**src/transcoder_pkg.sv**
```systemverilog
package transcoder_pkg;

  localparam logic [7:0] ADDR_IN_BYTE = 8'h48;
  localparam logic [7:0] ADDR_IN_WORD = 8'h49;
  localparam logic [7:0] ADDR_OUT_BYTE = 8'h4c;
  localparam logic [7:0] ADDR_OUT_WORD = 8'h4d;
  localparam logic [7:0] ADDR_FLUSH = 8'h50;
  localparam logic [7:0] ADDR_THRESHOLD = 8'h51;
  localparam logic [7:0] ADDR_IN_FORMAT = 8'h54;
  localparam logic [7:0] ADDR_OUT_FORMAT = 8'h56;
  localparam logic [7:0] ADDR_MODE = 8'h6b;
  localparam logic [7:0] ADDR_STATUS = 8'h7e;

  // Serial frame: 8 address bits, then 8 or 16 data bits, MSB first
  localparam logic [4:0] LAST_ADDRESS_BIT = 5'h07;
  localparam logic [4:0] LAST_BYTE_BIT = 5'h0f;
  localparam logic [4:0] LAST_WORD_BIT = 5'h17;
  localparam logic [4:0] BIT_COUNT_HOLD = 5'h18;

  localparam int FLUSH_IN_BIT = 7;
  localparam int FLUSH_OUT_BIT = 15;
  localparam logic [15:0] FLUSH_BOTH = 16'h8080;

  localparam int STATUS_COUNT_OUT_BIT = 2;
  localparam int STATUS_COUNT_IN_BIT = 3;
  localparam int STATUS_IRQ_BIT = 15;

  localparam logic [1:0] RUN_IDLE = 2'h0;
  localparam logic [1:0] RUN_FULL_DUPLEX = 2'h3;
  localparam logic [3:0] PORT_HOST_FIFO = 4'h1;
  localparam logic [3:0] PORT_ANALOG = 4'h2;

  localparam logic [15:0] FORMAT_ALAW_PACKED = 16'h0011;
  localparam logic [15:0] FORMAT_LINEAR_8K = 16'h0004;

  localparam logic [15:0] MODE_RESET = 16'h0000;
  localparam logic [15:0] THRESHOLD_RESET = 16'h0000;
  localparam logic [15:0] FORMAT_RESET = 16'h0000;

  localparam int CLOCK_HZ = 20000000;
  localparam int SAMPLE_RATE_HZ = 8000;
  localparam int SAMPLE_TICK_CYCLES = CLOCK_HZ / SAMPLE_RATE_HZ;

  typedef struct packed {
    logic [3:0] source_port;
    logic [3:0] dest_port;
    logic [15:0] input_format;
    logic [15:0] output_format;
  } channel_route_t;

endpackage : transcoder_pkg

```
**src/fifo_store.sv**
```systemverilog
`timescale 1ns/1ns
module fifo_store #(
  parameter int WIDTH = 16,
  parameter int ADDR_WIDTH = 6
) (
  input wire logic clock,
  input wire logic write_enable,
  input wire logic [ADDR_WIDTH-1:0] write_address,
  input wire logic [WIDTH-1:0] write_data,
  input wire logic [ADDR_WIDTH-1:0] read_address,
  output logic [WIDTH-1:0] read_data
);

  logic [WIDTH-1:0] cells [0:(1<<ADDR_WIDTH)-1];

  always_ff @(posedge clock) begin
    if (write_enable) begin
      cells[write_address] <= write_data;
    end
    read_data <= cells[read_address];
  end

endmodule : fifo_store

```
**src/full_duplex_transcoder_control.sv**
```systemverilog
// Overview of operation
// - Channel two automatically mirrors channel one reversed
// - Each channel drives exactly one output port
// - Input format also sets channel two output
// - Output format also sets channel two input
// - Mode 0120 routes FIFO-to-analog, analog-to-FIFO
// - Threshold counts raise count flags per words
// - Mode 0123 starts full-duplex transcoding
// - Starved channel stalls alone, resumes on data
// - Status bit 2 output ready, 3 consumed
// - Programming register enabled only while idle
// - Runs while low mode bits stay unchanged
// - Status read clears flags and interrupt request
`timescale 1ns/1ns
module full_duplex_transcoder_control
  import transcoder_pkg::*;
#(
  parameter int FIFO_ADDR_WIDTH = 6,
  parameter int TICK_CYCLES = SAMPLE_TICK_CYCLES
) (
  input wire logic clock,
  input wire logic reset_n,
  input wire logic serial_clock_pin,
  input wire logic serial_select_n_pin,
  input wire logic serial_data_in_pin,
  output logic serial_data_out,
  output logic serial_data_out_enable,
  input wire logic [15:0] analog_in_sample,
  input wire logic analog_in_valid,
  output logic analog_in_ready,
  output logic [15:0] analog_out_sample,
  output logic analog_out_valid,
  output logic first_channel_stalled,
  output logic second_channel_stalled,
  output logic programming_enable,
  output logic irq_request_n,
  output channel_route_t first_channel,
  output channel_route_t second_channel
);

  localparam int AW = FIFO_ADDR_WIDTH;

  function automatic logic [AW:0] next_level(input logic [AW:0] level, input logic push, input logic pop);
    next_level = level + {{AW{1'b0}}, push} - {{AW{1'b0}}, pop};
  endfunction : next_level

  function automatic logic is_readable(input logic [7:0] address);
    is_readable = (address == ADDR_OUT_BYTE) || (address == ADDR_OUT_WORD) || (address == ADDR_STATUS);
  endfunction : is_readable

  // Pin synchronisers
  logic sclk_meta, sclk_sync, sclk_last;
  logic csn_meta, csn_sync;
  logic din_meta, din_sync;
  always_ff @(posedge clock or negedge reset_n) begin
    if (!reset_n) begin
      {sclk_meta, sclk_sync, sclk_last} <= 3'h0;
      {csn_meta, csn_sync} <= 2'h3;
      {din_meta, din_sync} <= 2'h0;
    end else begin
      {sclk_meta, sclk_sync, sclk_last} <= {serial_clock_pin, sclk_meta, sclk_sync};
      {csn_meta, csn_sync} <= {serial_select_n_pin, csn_meta};
      {din_meta, din_sync} <= {serial_data_in_pin, din_meta};
    end
  end

  logic [4:0] bit_count;
  logic [15:0] shift_in;
  logic [7:0] address;
  logic reading;
  logic [15:0] out_shift;

  wire sclk_rise = sclk_sync && !sclk_last && !csn_sync;
  wire [7:0] next_address = {shift_in[6:0], din_sync};
  wire [15:0] next_data = {shift_in[14:0], din_sync};
  wire address_done = sclk_rise && (bit_count == LAST_ADDRESS_BIT);
  wire read_start = address_done && is_readable(next_address);
  wire byte_written = sclk_rise && !reading && (bit_count == LAST_BYTE_BIT) && (address == ADDR_IN_BYTE);
  wire word_written = sclk_rise && !reading && (bit_count == LAST_WORD_BIT) && (address != ADDR_IN_BYTE);

  // Control registers
  logic [15:0] mode, threshold, input_format, output_format;
  logic [15:0] flags;

  wire running = (mode[1:0] == RUN_FULL_DUPLEX);
  wire mode_write = word_written && (address == ADDR_MODE);

  always_ff @(posedge clock or negedge reset_n) begin
    if (!reset_n) begin
      mode <= MODE_RESET;
      threshold <= THRESHOLD_RESET;
      input_format <= FORMAT_RESET;
      output_format <= FORMAT_RESET;
    end else if (word_written) begin
      if (address == ADDR_MODE) mode <= next_data;
      if (address == ADDR_THRESHOLD) threshold <= next_data;
      if (address == ADDR_IN_FORMAT) input_format <= next_data;
      if (address == ADDR_OUT_FORMAT) output_format <= next_data;
    end
  end

  // Channel two is the reverse path: same ports swapped, formats swapped
  assign first_channel = '{source_port: mode[11:8], dest_port: mode[7:4],
                           input_format: input_format, output_format: output_format};
  assign second_channel = '{source_port: mode[7:4], dest_port: mode[11:8],
                            input_format: output_format, output_format: input_format};
  assign programming_enable = (mode[1:0] == RUN_IDLE);

  // FIFO state
  logic [AW-1:0] in_wr_ptr, in_rd_ptr, out_wr_ptr, out_rd_ptr;
  logic [AW:0] in_level, out_level;
  logic [15:0] in_rd_data, out_rd_data;
  logic in_push_last;

  wire flush_write = word_written && (address == ADDR_FLUSH);
  wire flush_in = flush_write && next_data[FLUSH_IN_BIT];
  wire flush_out = flush_write && next_data[FLUSH_OUT_BIT];
  wire in_full = in_level[AW];
  wire out_full = out_level[AW];
  wire in_push = (byte_written || (word_written && address == ADDR_IN_WORD)) && !in_full;
  wire [15:0] in_push_data = byte_written ? {8'h00, next_data[7:0]} : next_data;
  wire out_pop = read_start && (next_address == ADDR_OUT_BYTE || next_address == ADDR_OUT_WORD)
                 && (out_level != '0);

  // Sample-rate enable
  logic [$clog2(TICK_CYCLES)-1:0] tick_count;
  wire sample_tick = (tick_count == '0);
  always_ff @(posedge clock or negedge reset_n) begin
    if (!reset_n) tick_count <= '0;
    else if (sample_tick) tick_count <= ($clog2(TICK_CYCLES))'(TICK_CYCLES - 1);
    else tick_count <= tick_count - 1'b1;
  end

  // Channel one only feeds the analog output; channel two only the output FIFO
  wire first_routed = running && first_channel.source_port == PORT_HOST_FIFO
                      && first_channel.dest_port == PORT_ANALOG;
  wire second_routed = running && second_channel.source_port == PORT_ANALOG
                       && second_channel.dest_port == PORT_HOST_FIFO;
  wire in_has_data = (in_level != '0) && !in_push_last;
  wire in_pop = sample_tick && first_routed && in_has_data && !flush_in;
  wire out_push = sample_tick && second_routed && analog_in_valid && !out_full && !flush_out;
  assign analog_in_ready = out_push;

  fifo_store #(.WIDTH(16), .ADDR_WIDTH(AW)) in_store (
    .clock(clock),
    .write_enable(in_push),
    .write_address(in_wr_ptr),
    .write_data(in_push_data),
    .read_address(in_rd_ptr),
    .read_data(in_rd_data)
  );

  fifo_store #(.WIDTH(16), .ADDR_WIDTH(AW)) out_store (
    .clock(clock),
    .write_enable(out_push),
    .write_address(out_wr_ptr),
    .write_data(analog_in_sample),
    .read_address(out_rd_ptr),
    .read_data(out_rd_data)
  );

  always_ff @(posedge clock or negedge reset_n) begin
    if (!reset_n) begin
      in_wr_ptr <= '0;
      in_rd_ptr <= '0;
      in_level <= '0;
      in_push_last <= 1'b0;
    end else begin
      in_push_last <= in_push;
      if (flush_in) begin
        in_wr_ptr <= '0;
        in_rd_ptr <= '0;
        in_level <= '0;
      end else begin
        in_wr_ptr <= in_wr_ptr + AW'(in_push);
        in_rd_ptr <= in_rd_ptr + AW'(in_pop);
        in_level <= next_level(in_level, in_push, in_pop);
      end
    end
  end

  always_ff @(posedge clock or negedge reset_n) begin
    if (!reset_n) begin
      out_wr_ptr <= '0;
      out_rd_ptr <= '0;
      out_level <= '0;
    end else if (flush_out) begin
      out_wr_ptr <= '0;
      out_rd_ptr <= '0;
      out_level <= '0;
    end else begin
      out_wr_ptr <= out_wr_ptr + AW'(out_push);
      out_rd_ptr <= out_rd_ptr + AW'(out_pop);
      out_level <= next_level(out_level, out_push, out_pop);
    end
  end

  // Channel outputs and stall indications
  always_ff @(posedge clock or negedge reset_n) begin
    if (!reset_n) begin
      analog_out_sample <= 16'h0000;
      analog_out_valid <= 1'b0;
      first_channel_stalled <= 1'b0;
      second_channel_stalled <= 1'b0;
    end else begin
      analog_out_valid <= in_pop;
      if (in_pop) analog_out_sample <= in_rd_data;
      if (sample_tick) begin
        first_channel_stalled <= first_routed && !in_has_data;
        second_channel_stalled <= second_routed && !(analog_in_valid && !out_full);
      end
    end
  end

  // Frame counters against the threshold: high byte input words, low byte output words
  logic [7:0] in_frame_count, out_frame_count;
  wire [7:0] in_count_next = in_frame_count + 8'h01;
  wire [7:0] out_count_next = out_frame_count + 8'h01;
  wire count_in_event = in_pop && (in_count_next == threshold[15:8]);
  wire count_out_event = out_push && (out_count_next == threshold[7:0]);
  wire status_read = read_start && (next_address == ADDR_STATUS);

  always_ff @(posedge clock or negedge reset_n) begin
    if (!reset_n) begin
      in_frame_count <= 8'h00;
      out_frame_count <= 8'h00;
    end else if (mode_write) begin
      in_frame_count <= 8'h00;
      out_frame_count <= 8'h00;
    end else begin
      if (in_pop) in_frame_count <= count_in_event ? 8'h00 : in_count_next;
      if (out_push) out_frame_count <= count_out_event ? 8'h00 : out_count_next;
    end
  end

  // New events win over the clear from a status read
  wire [15:0] flag_set = (16'(count_out_event) << STATUS_COUNT_OUT_BIT)
                         | (16'(count_in_event) << STATUS_COUNT_IN_BIT);
  always_ff @(posedge clock or negedge reset_n) begin
    if (!reset_n) flags <= 16'h0000;
    else flags <= (status_read ? 16'h0000 : flags) | flag_set;
  end
  assign irq_request_n = !(|flags);
  wire [15:0] status_value = flags | (16'(!irq_request_n) << STATUS_IRQ_BIT);

  wire [15:0] read_value = (next_address == ADDR_STATUS) ? status_value :
                           (next_address == ADDR_OUT_BYTE) ? {out_rd_data[7:0], 8'h00} : out_rd_data;

  // Serial command port
  always_ff @(posedge clock or negedge reset_n) begin
    if (!reset_n) begin
      bit_count <= 5'h00;
      shift_in <= 16'h0000;
      address <= 8'h00;
      reading <= 1'b0;
      out_shift <= 16'h0000;
    end else if (csn_sync) begin
      bit_count <= 5'h00;
      reading <= 1'b0;
    end else if (sclk_rise) begin
      shift_in <= next_data;
      if (bit_count != BIT_COUNT_HOLD) bit_count <= bit_count + 5'h01;
      if (address_done) begin
        address <= next_address;
        reading <= is_readable(next_address);
        out_shift <= read_value;
      end else if (reading) begin
        out_shift <= {out_shift[14:0], 1'b0};
      end
    end
  end

  assign serial_data_out = out_shift[15];
  assign serial_data_out_enable = reading && !csn_sync;

endmodule : full_duplex_transcoder_control

```
**config.mk**
```make
export PLATFORM = sky130hd
export DESIGN_NAME = full_duplex_transcoder_control
export DESIGN_NICKNAME = d
export VERILOG_FILES = /design/src/transcoder_pkg.sv /design/src/fifo_store.sv /design/src/full_duplex_transcoder_control.sv
export SDC_FILE = /design/constraint.sdc
export NUM_CORES = 2
export LEC_CHECK = 0
export BUFFER_PORTS_ARGS = -buffer_cell sky130_fd_sc_hd__buf_2
export CORE_ASPECT_RATIO = 1.2
export CORE_MARGIN = 2
export CORE_UTILIZATION = 55
export CTS_BUF_LIST = sky130_fd_sc_hd__clkbuf_16
export DETAILED_ROUTE_END_ITERATION = 8
export GPL_ROUTABILITY_DRIVEN = 0
export PLACE_DENSITY_LB_ADDON = 0.3
export SETUP_SLACK_MARGIN = 0.02
export SYNTH_ARGS = -nofsm -noshare
export SYNTH_HDL_FRONTEND = slang
export SYNTH_SLANG_ARGS = --single-unit
```
**constraint.sdc**
```tcl
create_clock -name clock -period 12.5 [get_ports clock]
set_input_delay 1.25 -clock clock [delete_from_list [all_inputs] [get_ports clock]]
set_output_delay 1.25 -clock clock [all_outputs]
set_load 0.01 [all_outputs]
```
* After elaboration in Yosys (flattened, before gate mapping)
Memory sizes are Yosys's and may differ from the RTL's. A register that Yosys moved wholly into a read port is not among the register bits. Cells that the tools add are included.
Storage, ports and cells: bits in registers 214, bits in latches 0, memory bits (writable) 2048, bits in read-only memories 0, bits of input ports 22, output and inout bits 104, word-level logic and storage cells 168, memories 2
Operators by class: add/subtract/negate cells 12, multipliers 0, divide/modulo/power cells 0, $lt $le $gt $ge 0, equal/unequal tests 20, shifts and indexed selects 0, muxes and demuxes 29, bitwise logic cells 4, reduce and logical (&&, ||, !) cells 70
Memories:
- in_store.cells | words 64, bits a word 16, read ports 1, clocked after memory_dff 1, wr ports 1, RTL line fifo_store.sv:14 | logic [WIDTH-1:0] cells [0:(1<<ADDR_WIDTH)-1];
- out_store.cells | words 64, bits a word 16, read ports 1, clocked after memory_dff 1, wr ports 1, RTL line fifo_store.sv:14
Operators with widths (count):
- two-way mux 16 bit | 6
- == test 8 x 7 -> 1 bit (second input constant) | 10
- two-way mux 8 bit | 6
- logical AND 1 bit | 36
- adder 6 x 1 -> 6 bit | 4
- two-way mux 6 bit | 4
- adder 8 x 1 -> 8 bit (second input constant) | 2
- == test 8 bit | 2
- bitwise OR 16 bit | 1
- bitwise OR 16 x 4 -> 16 bit | 1
- OR reduction 16 bit | 1
- two-way mux 5 bit | 3
- adder 7 x 1 -> 7 bit | 2
- two-way mux 7 bit | 2
- AND reduction 2 bit | 7
- nonzero test 7 bit | 2
- subtractor 7 x 1 -> 7 bit | 2
- zero test 12 bit | 1
- two-way mux 12 bit | 1
- nonzero test 2 bit | 6
- subtractor 12 x 1 -> 12 bit (second input constant) | 1
- zero test 1 bit | 11
- inequality test 8 x 7 -> 1 bit (second input constant) | 1
- two-way mux 1 bit | 7
- other kinds (13) | 16

* Depth between registers and ports, before layout
depth in word-level cells 14, depth in mapped cells 20, depth with buffers taken out 18

* Cells and area by module
From an unflattened synthesis, not the netlist that was laid out.
Second synthesis, totals: cell total of the unflattened synthesis 4544, area total of the unflattened synthesis 89888.7 µm²
By module, submodules not included:
- fifo_store | instances 2, cells an instance 1829, area each 40042.2 µm², seq. area each 31069.8 µm²
- full_duplex_transcoder_control | instances 1, cells an instance 886, area each 9804.4 µm², seq. area each 4957.3 µm²

* Worst setup path before layout
Ideal clock, no wire load.
path type register to register, start point register shift_in[1], end point register out_level[6], setup time 0.126 ns, data arrival time 3.811 ns, data required time 12.374 ns, slack 8.564 ns, cell stages (with the launch flop) 15, path buffers 1, period minus slack after synthesis 3.936 ns, cells stage by stage dfrtp_1 -> nand4b_1 -> or4_1 -> clkbuf_1 -> or4_1 -> nand2_1 -> ha_1 -> inv_1 -> fa_1 -> nand2b_1 -> a21oi_1 -> o21ai_0 -> a21oi_1 -> or3_1 -> a21oi_1
Between the ends: word-level cells in the longest chain between the ends 8, elaborated cells between the ends (all ways) 10, those cells by class 1 x add/sub; 3 x eq/ne; 1 x mux; 5 x reduce/logical
RTL lines:
- start, declared | RTL line full_duplex_transcoder_control.sv:68 | logic [15:0] shift_in;
- start signal, assigned | RTL line full_duplex_transcoder_control.sv:261 | shift_in <= next_data;
- == test 8 x 7 -> 1 bit | RTL line full_duplex_transcoder_control.sv:48, full_duplex_transcoder_control.sv:122
- logical OR 1 bit | RTL line full_duplex_transcoder_control.sv:48, full_duplex_transcoder_control.sv:122
- logical OR 1 bit | RTL line full_duplex_transcoder_control.sv:48 | is_readable = (address == ADDR_OUT_BYTE) || (address == ADDR_OUT_WORD) || (address == ADDR_STATUS);
- logical AND 1 bit | RTL line full_duplex_transcoder_control.sv:77 | wire read_start = address_done && is_readable(next_address);
- logical AND 1 bit * | RTL line full_duplex_transcoder_control.sv:122 | wire out_pop = read_start && (next_address == ADDR_OUT_BYTE || next_address == ADDR_OUT_WORD)
- logical AND 1 bit * | RTL line full_duplex_transcoder_control.sv:123 | && (out_level != '0);
- subtractor 7 x 1 -> 7 bit * | RTL line full_duplex_transcoder_control.sv:44 | next_level = level + {{AW{1'b0}}, push} - {{AW{1'b0}}, pop};
- two-way mux 7 bit * | RTL line full_duplex_transcoder_control.sv:187 | end else if (flush_out) begin
- end signal, assigned | RTL line full_duplex_transcoder_control.sv:194 | out_level <= next_level(out_level, out_push, out_pop);
- end, declared | RTL line full_duplex_transcoder_control.sv:111 | logic [AW:0] in_level, out_level;
Every way passes the cells marked *; elsewhere a longest branch is shown, timed or not. A chain may end at the register's enable or synchronous reset.

* Worst setup path in the final report
start point register csn_sync, end point output port analog_in_ready
Between the ends: word-level cells in the longest chain between the ends 9
RTL lines:
- start, declared | RTL line full_duplex_transcoder_control.sv:53 | logic csn_meta, csn_sync;
- start signal, assigned | RTL line full_duplex_transcoder_control.sv:62 | {csn_meta, csn_sync} <= {serial_select_n_pin, csn_meta};
- zero test 1 bit | RTL line full_duplex_transcoder_control.sv:73 | wire sclk_rise = sclk_sync && !sclk_last && !csn_sync;
- logical AND 1 bit | RTL line full_duplex_transcoder_control.sv:73
- logical AND 1 bit (3 in series) | RTL line full_duplex_transcoder_control.sv:79 | wire word_written = sclk_rise && !reading && (bit_count == LAST_WORD_BIT) && (address != ADDR_IN_BYTE);
- logical AND 1 bit | RTL line full_duplex_transcoder_control.sv:115 | wire flush_write = word_written && (address == ADDR_FLUSH);
- logical AND 1 bit | RTL line full_duplex_transcoder_control.sv:117 | wire flush_out = flush_write && next_data[FLUSH_OUT_BIT];
- zero test 1 bit | RTL line full_duplex_transcoder_control.sv:141 | wire out_push = sample_tick && second_routed && analog_in_valid && !out_full && !flush_out;
- logical AND 1 bit | RTL line full_duplex_transcoder_control.sv:141
- end, declared | RTL line full_duplex_transcoder_control.sv:30 | output logic analog_in_ready,
No other way between the ends.

==> run_results.csv <==
group,metric,value,unit
power,peakVddDrop,0.149,mV
timing,fin_crit,5.09,ns
power,p_clk_share,41.8,%
floorplanning,io_pins,126,
cts,cts.sinks,2278,
cts,holdBufCountCts,0,
cts,cts_buffers,214,
finish,drive_gt1_share,27.7,%
timing,rsz0062_at_grt,"false",
drt,drt_first_pass_iters,5,
place,dpl-instance-area,0.0925,sq mm
drt,met3RoutedLength,15100,um
synthesis,synth_top_area_share,69.1,%
synthesis,synth_commonest_cells,"edfxtp_1, mux4_2, nand2_1",
finish,area_delta_synth_final,11.6,%
synthesis,ys_seq_elements,2278,
cts,cts_tree,"yes",
synthesis,ys_types,78,
synthesis,syn-num-nets,4394,
cts,ctsResizeCount,0,
place,dpl.hpwl,117000,um
critical_path,crit_fanout,23,
critical_path,worstPathArrival,3.84,ns
floorplanning,die_h,445,um
place,dp_cells,6493,
power,p_leak,32.4,nW
finish,diodes,0,
global_routing,overflow,0,
timing,max_slew.worst_pin.slew,1.21,ns
synthesis,seq_area_frac_synth,75.4,%
global_routing,grt_max_degree,118,
timing,period_share,40.7,%
critical_path,path_class,"reg -> out",
power,switching_share,20.4,%
synthesis,synthArstFlopShare,8.69,%
power,pwr_density_cell,150,mW/mm^2
global_routing,grt_pass1_vias,44000,
run,cap_violations,0,
synthesis,yosys.area.top_type,"edfxtp_1",
synthesis,synth_edf_count,2048,
global_routing,gr-usage-all-layers,25.1,%
timing,setup_slack,7.41,ns
min_path,worstHoldPathType,"reg -> reg",
drt,met2_length,106000,um
timing,relSlewSlack,19.6,%
power,power_frac_seq,56.6,%
floorplanning,start_util,55.4,%
synthesis,ys_top_cells_by_area,"edfxtp_1, mux4_2, dfrtp_1",
status,status,"finished, final reports clean",
timing,finalHoldViolCount,0,
synthesis,yosysWarnings,0,
timing,final.setup_skew,0.0306,ns
finish,final_nets,4643,
power,intPower,11.8,mW
timing,fin_setup_tns,0,ns
synthesis,syn-instance-count,4341,
timing,fmax,196,MHz
synthesis,synth_area,0.0890,sq mm
cts,clk_pin_slew,0.06,ns
critical_path,endpoint_kind,"output port",
global_routing,grt_first_pass_wirelength,297000,um
cts,clk_path_buf_depth,3,
finish,n_fill_cell,10800,
finish,instances_no_fill,6899,
cts,root_buffer,"clkbuf_16",
floorplanning,coreArea,0.161,sq mm
power,power.switching,3.04,mW
synthesis,avgSynthCellArea,20.5,sq um
cts,postCtsSetupRepairBufs,0,
synthesis,synthFlopType,"edfxtp_1",
timing,setup-violations-final,0,
drt,drtIter0Drc,5094,
drt,wl_met1,75500,um
critical_path,cp_data_required_time,11.25,ns
floorplanning,die_area,0.165,sq mm
floorplanning,dieWidth,371,um
timing,slew_violations,0,
finish,finish.instance_area,0.0993,sq mm
floorplanning,num_rows,161,
power,pwr-share-comb,1.6,%
drt,drt_wl_total,204000,um
place,io_buffers,125,
place,place_ws,7.39,ns
drt,num_vias,43500,
drt,drc,0,
synthesis,synth_most_common_cell,"edfxtp_1",
global_routing,antenna_found_initial,11,
cts,clock_latency,0.85,ns
drt,ant_nets,0,
cts,cts-htree-levels,4,
drt,wl_per_cell,29.6,um
critical_path,startpoint_type,"flip-flop",
drt,drt-vias-per-instance,6.30,
drt,top_layer,"met5",
-- critical path: stages (launching register included) --
cell and delay, ns:
dfstp_2 0.42, or3b_4 0.52, or3_4 0.49, nor3_4 0.86
nand2b_2 0.36, inv_2 0.13, buf_2 0.19
-- cell families (layout without fill, tap and decap cells) --
| logic type | after synthesis | after routing | share of synthesized area, % |
|---|---|---|---|
| and+or+nand+nor | 718 | 718 | 3.86 |
| buffers and inverters | 323 | 762 | 1.69 |
| adders and majority gates | 31 | 31 | 0.453 |
| DFF | 2278 | 2278 | 75.4 |
| muxes | 729 | 729 | 16.4 |
| AOI/OAI and AO/OA | 209 | 209 | 1.63 |
| xor gates and xnor gates | 53 | 53 | 0.522 |
-- final cells by class --
| type | instances | area, sq um | share of cell area (%) |
|---|---|---|---|
| clock inverter | 190 | 1390 | 1.40 |
| multi-input combinational | 1740 | 20500 | 20.7 |
| inverter | 49 | 185 | 0.186 |
| timing repair buffer | 307 | 2030 | 2.04 |
| tap | 2119 | 2650 | 2.67 |
| sequential | 2278 | 67100 | 67.6 |
| clock buffer | 216 | 5410 | 5.44 |
-- per-stage QoR --
stage	total power, mW	utilization, %	hold slack (ns)
floorplan	8.64	-	0.331
global placement	8.81	57.6	0.347
detailed placement	8.82	57.6	0.350
CTS	15.0	61.9	0.364
global route	15.3	61.9	0.367
finish	14.9	61.9	0.359
-- placed cells by master, fill, tap and decap left out, drive strengths merged, types with 13 or more instances in the layout --
cell    instances
a221o          13
o31ai          18
a22oi          25
nor3           19
clkinv        101
clkbuf        216
mux2i          90
a221oi         14
a21oi          44
xor2           27
edfxtp       2048
dfrtp         196
ha             29
nand2         255
nor2          257
mux2           60
o221ai         32
mux4          579
bufinv         13
nand4          27
or3            13
nor2b          26
xnor2          26
nand3          30
o21ai          44
dfxtp          32
inv           118
buf           307
-- per-layer routing --
metal / track usage, % / vias to the layer above
li1: - / 18100
met1: 32.7 / 23000
met2: 42.6 / 1979
met3: 4.25 / 432
met4: 9.63 / 12
met5: 0 / -
-- registers in the layout, indices dropped and copies added (netlist names), 7 cells and up --
signal	flops
in_store.cells	1024
out_store.cells	1024
analog_out_sample	16
in_store.read_data	16
input_format	16
out_shift	16
out_store.read_data	16
output_format	16
threshold	16
shift_in	15
tick_count	12
mode	10
address	8
in_frame_count	8
out_frame_count	8
in_level	7
out_level	7
-- power groups by stage --
stage | Combinational, mW | Sequential (mW) | Clock, mW
final | 0.243 | 8.42 | 6.21
after global routing | 0.262 | 8.42 | 6.59
after CTS | 0.245 | 8.42 | 6.30
after detailed placement | 0.245 | 8.58 | 0
after global placement | 0.232 | 8.58 | 0
after floorplan | 0.0325 | 8.61 | 0
-- final timing paths --
check	startpoint	endpoint	slack, ns	cells past startpoint
max	csn_sync	analog_in_ready	7.41	6
min	din_meta	din_sync	0.36	0
max reg2reg	shift_in[6]	in_level[6]	7.45	16
min reg2reg	din_meta	din_sync	0.36	0
max in group asynchronous	reset_n	in_rd_ptr[1]	10.63	2
min in group asynchronous	reset_n	analog_out_sample[12]	0.39	1
No activity file was read; power rests on OpenSTA's default activity.
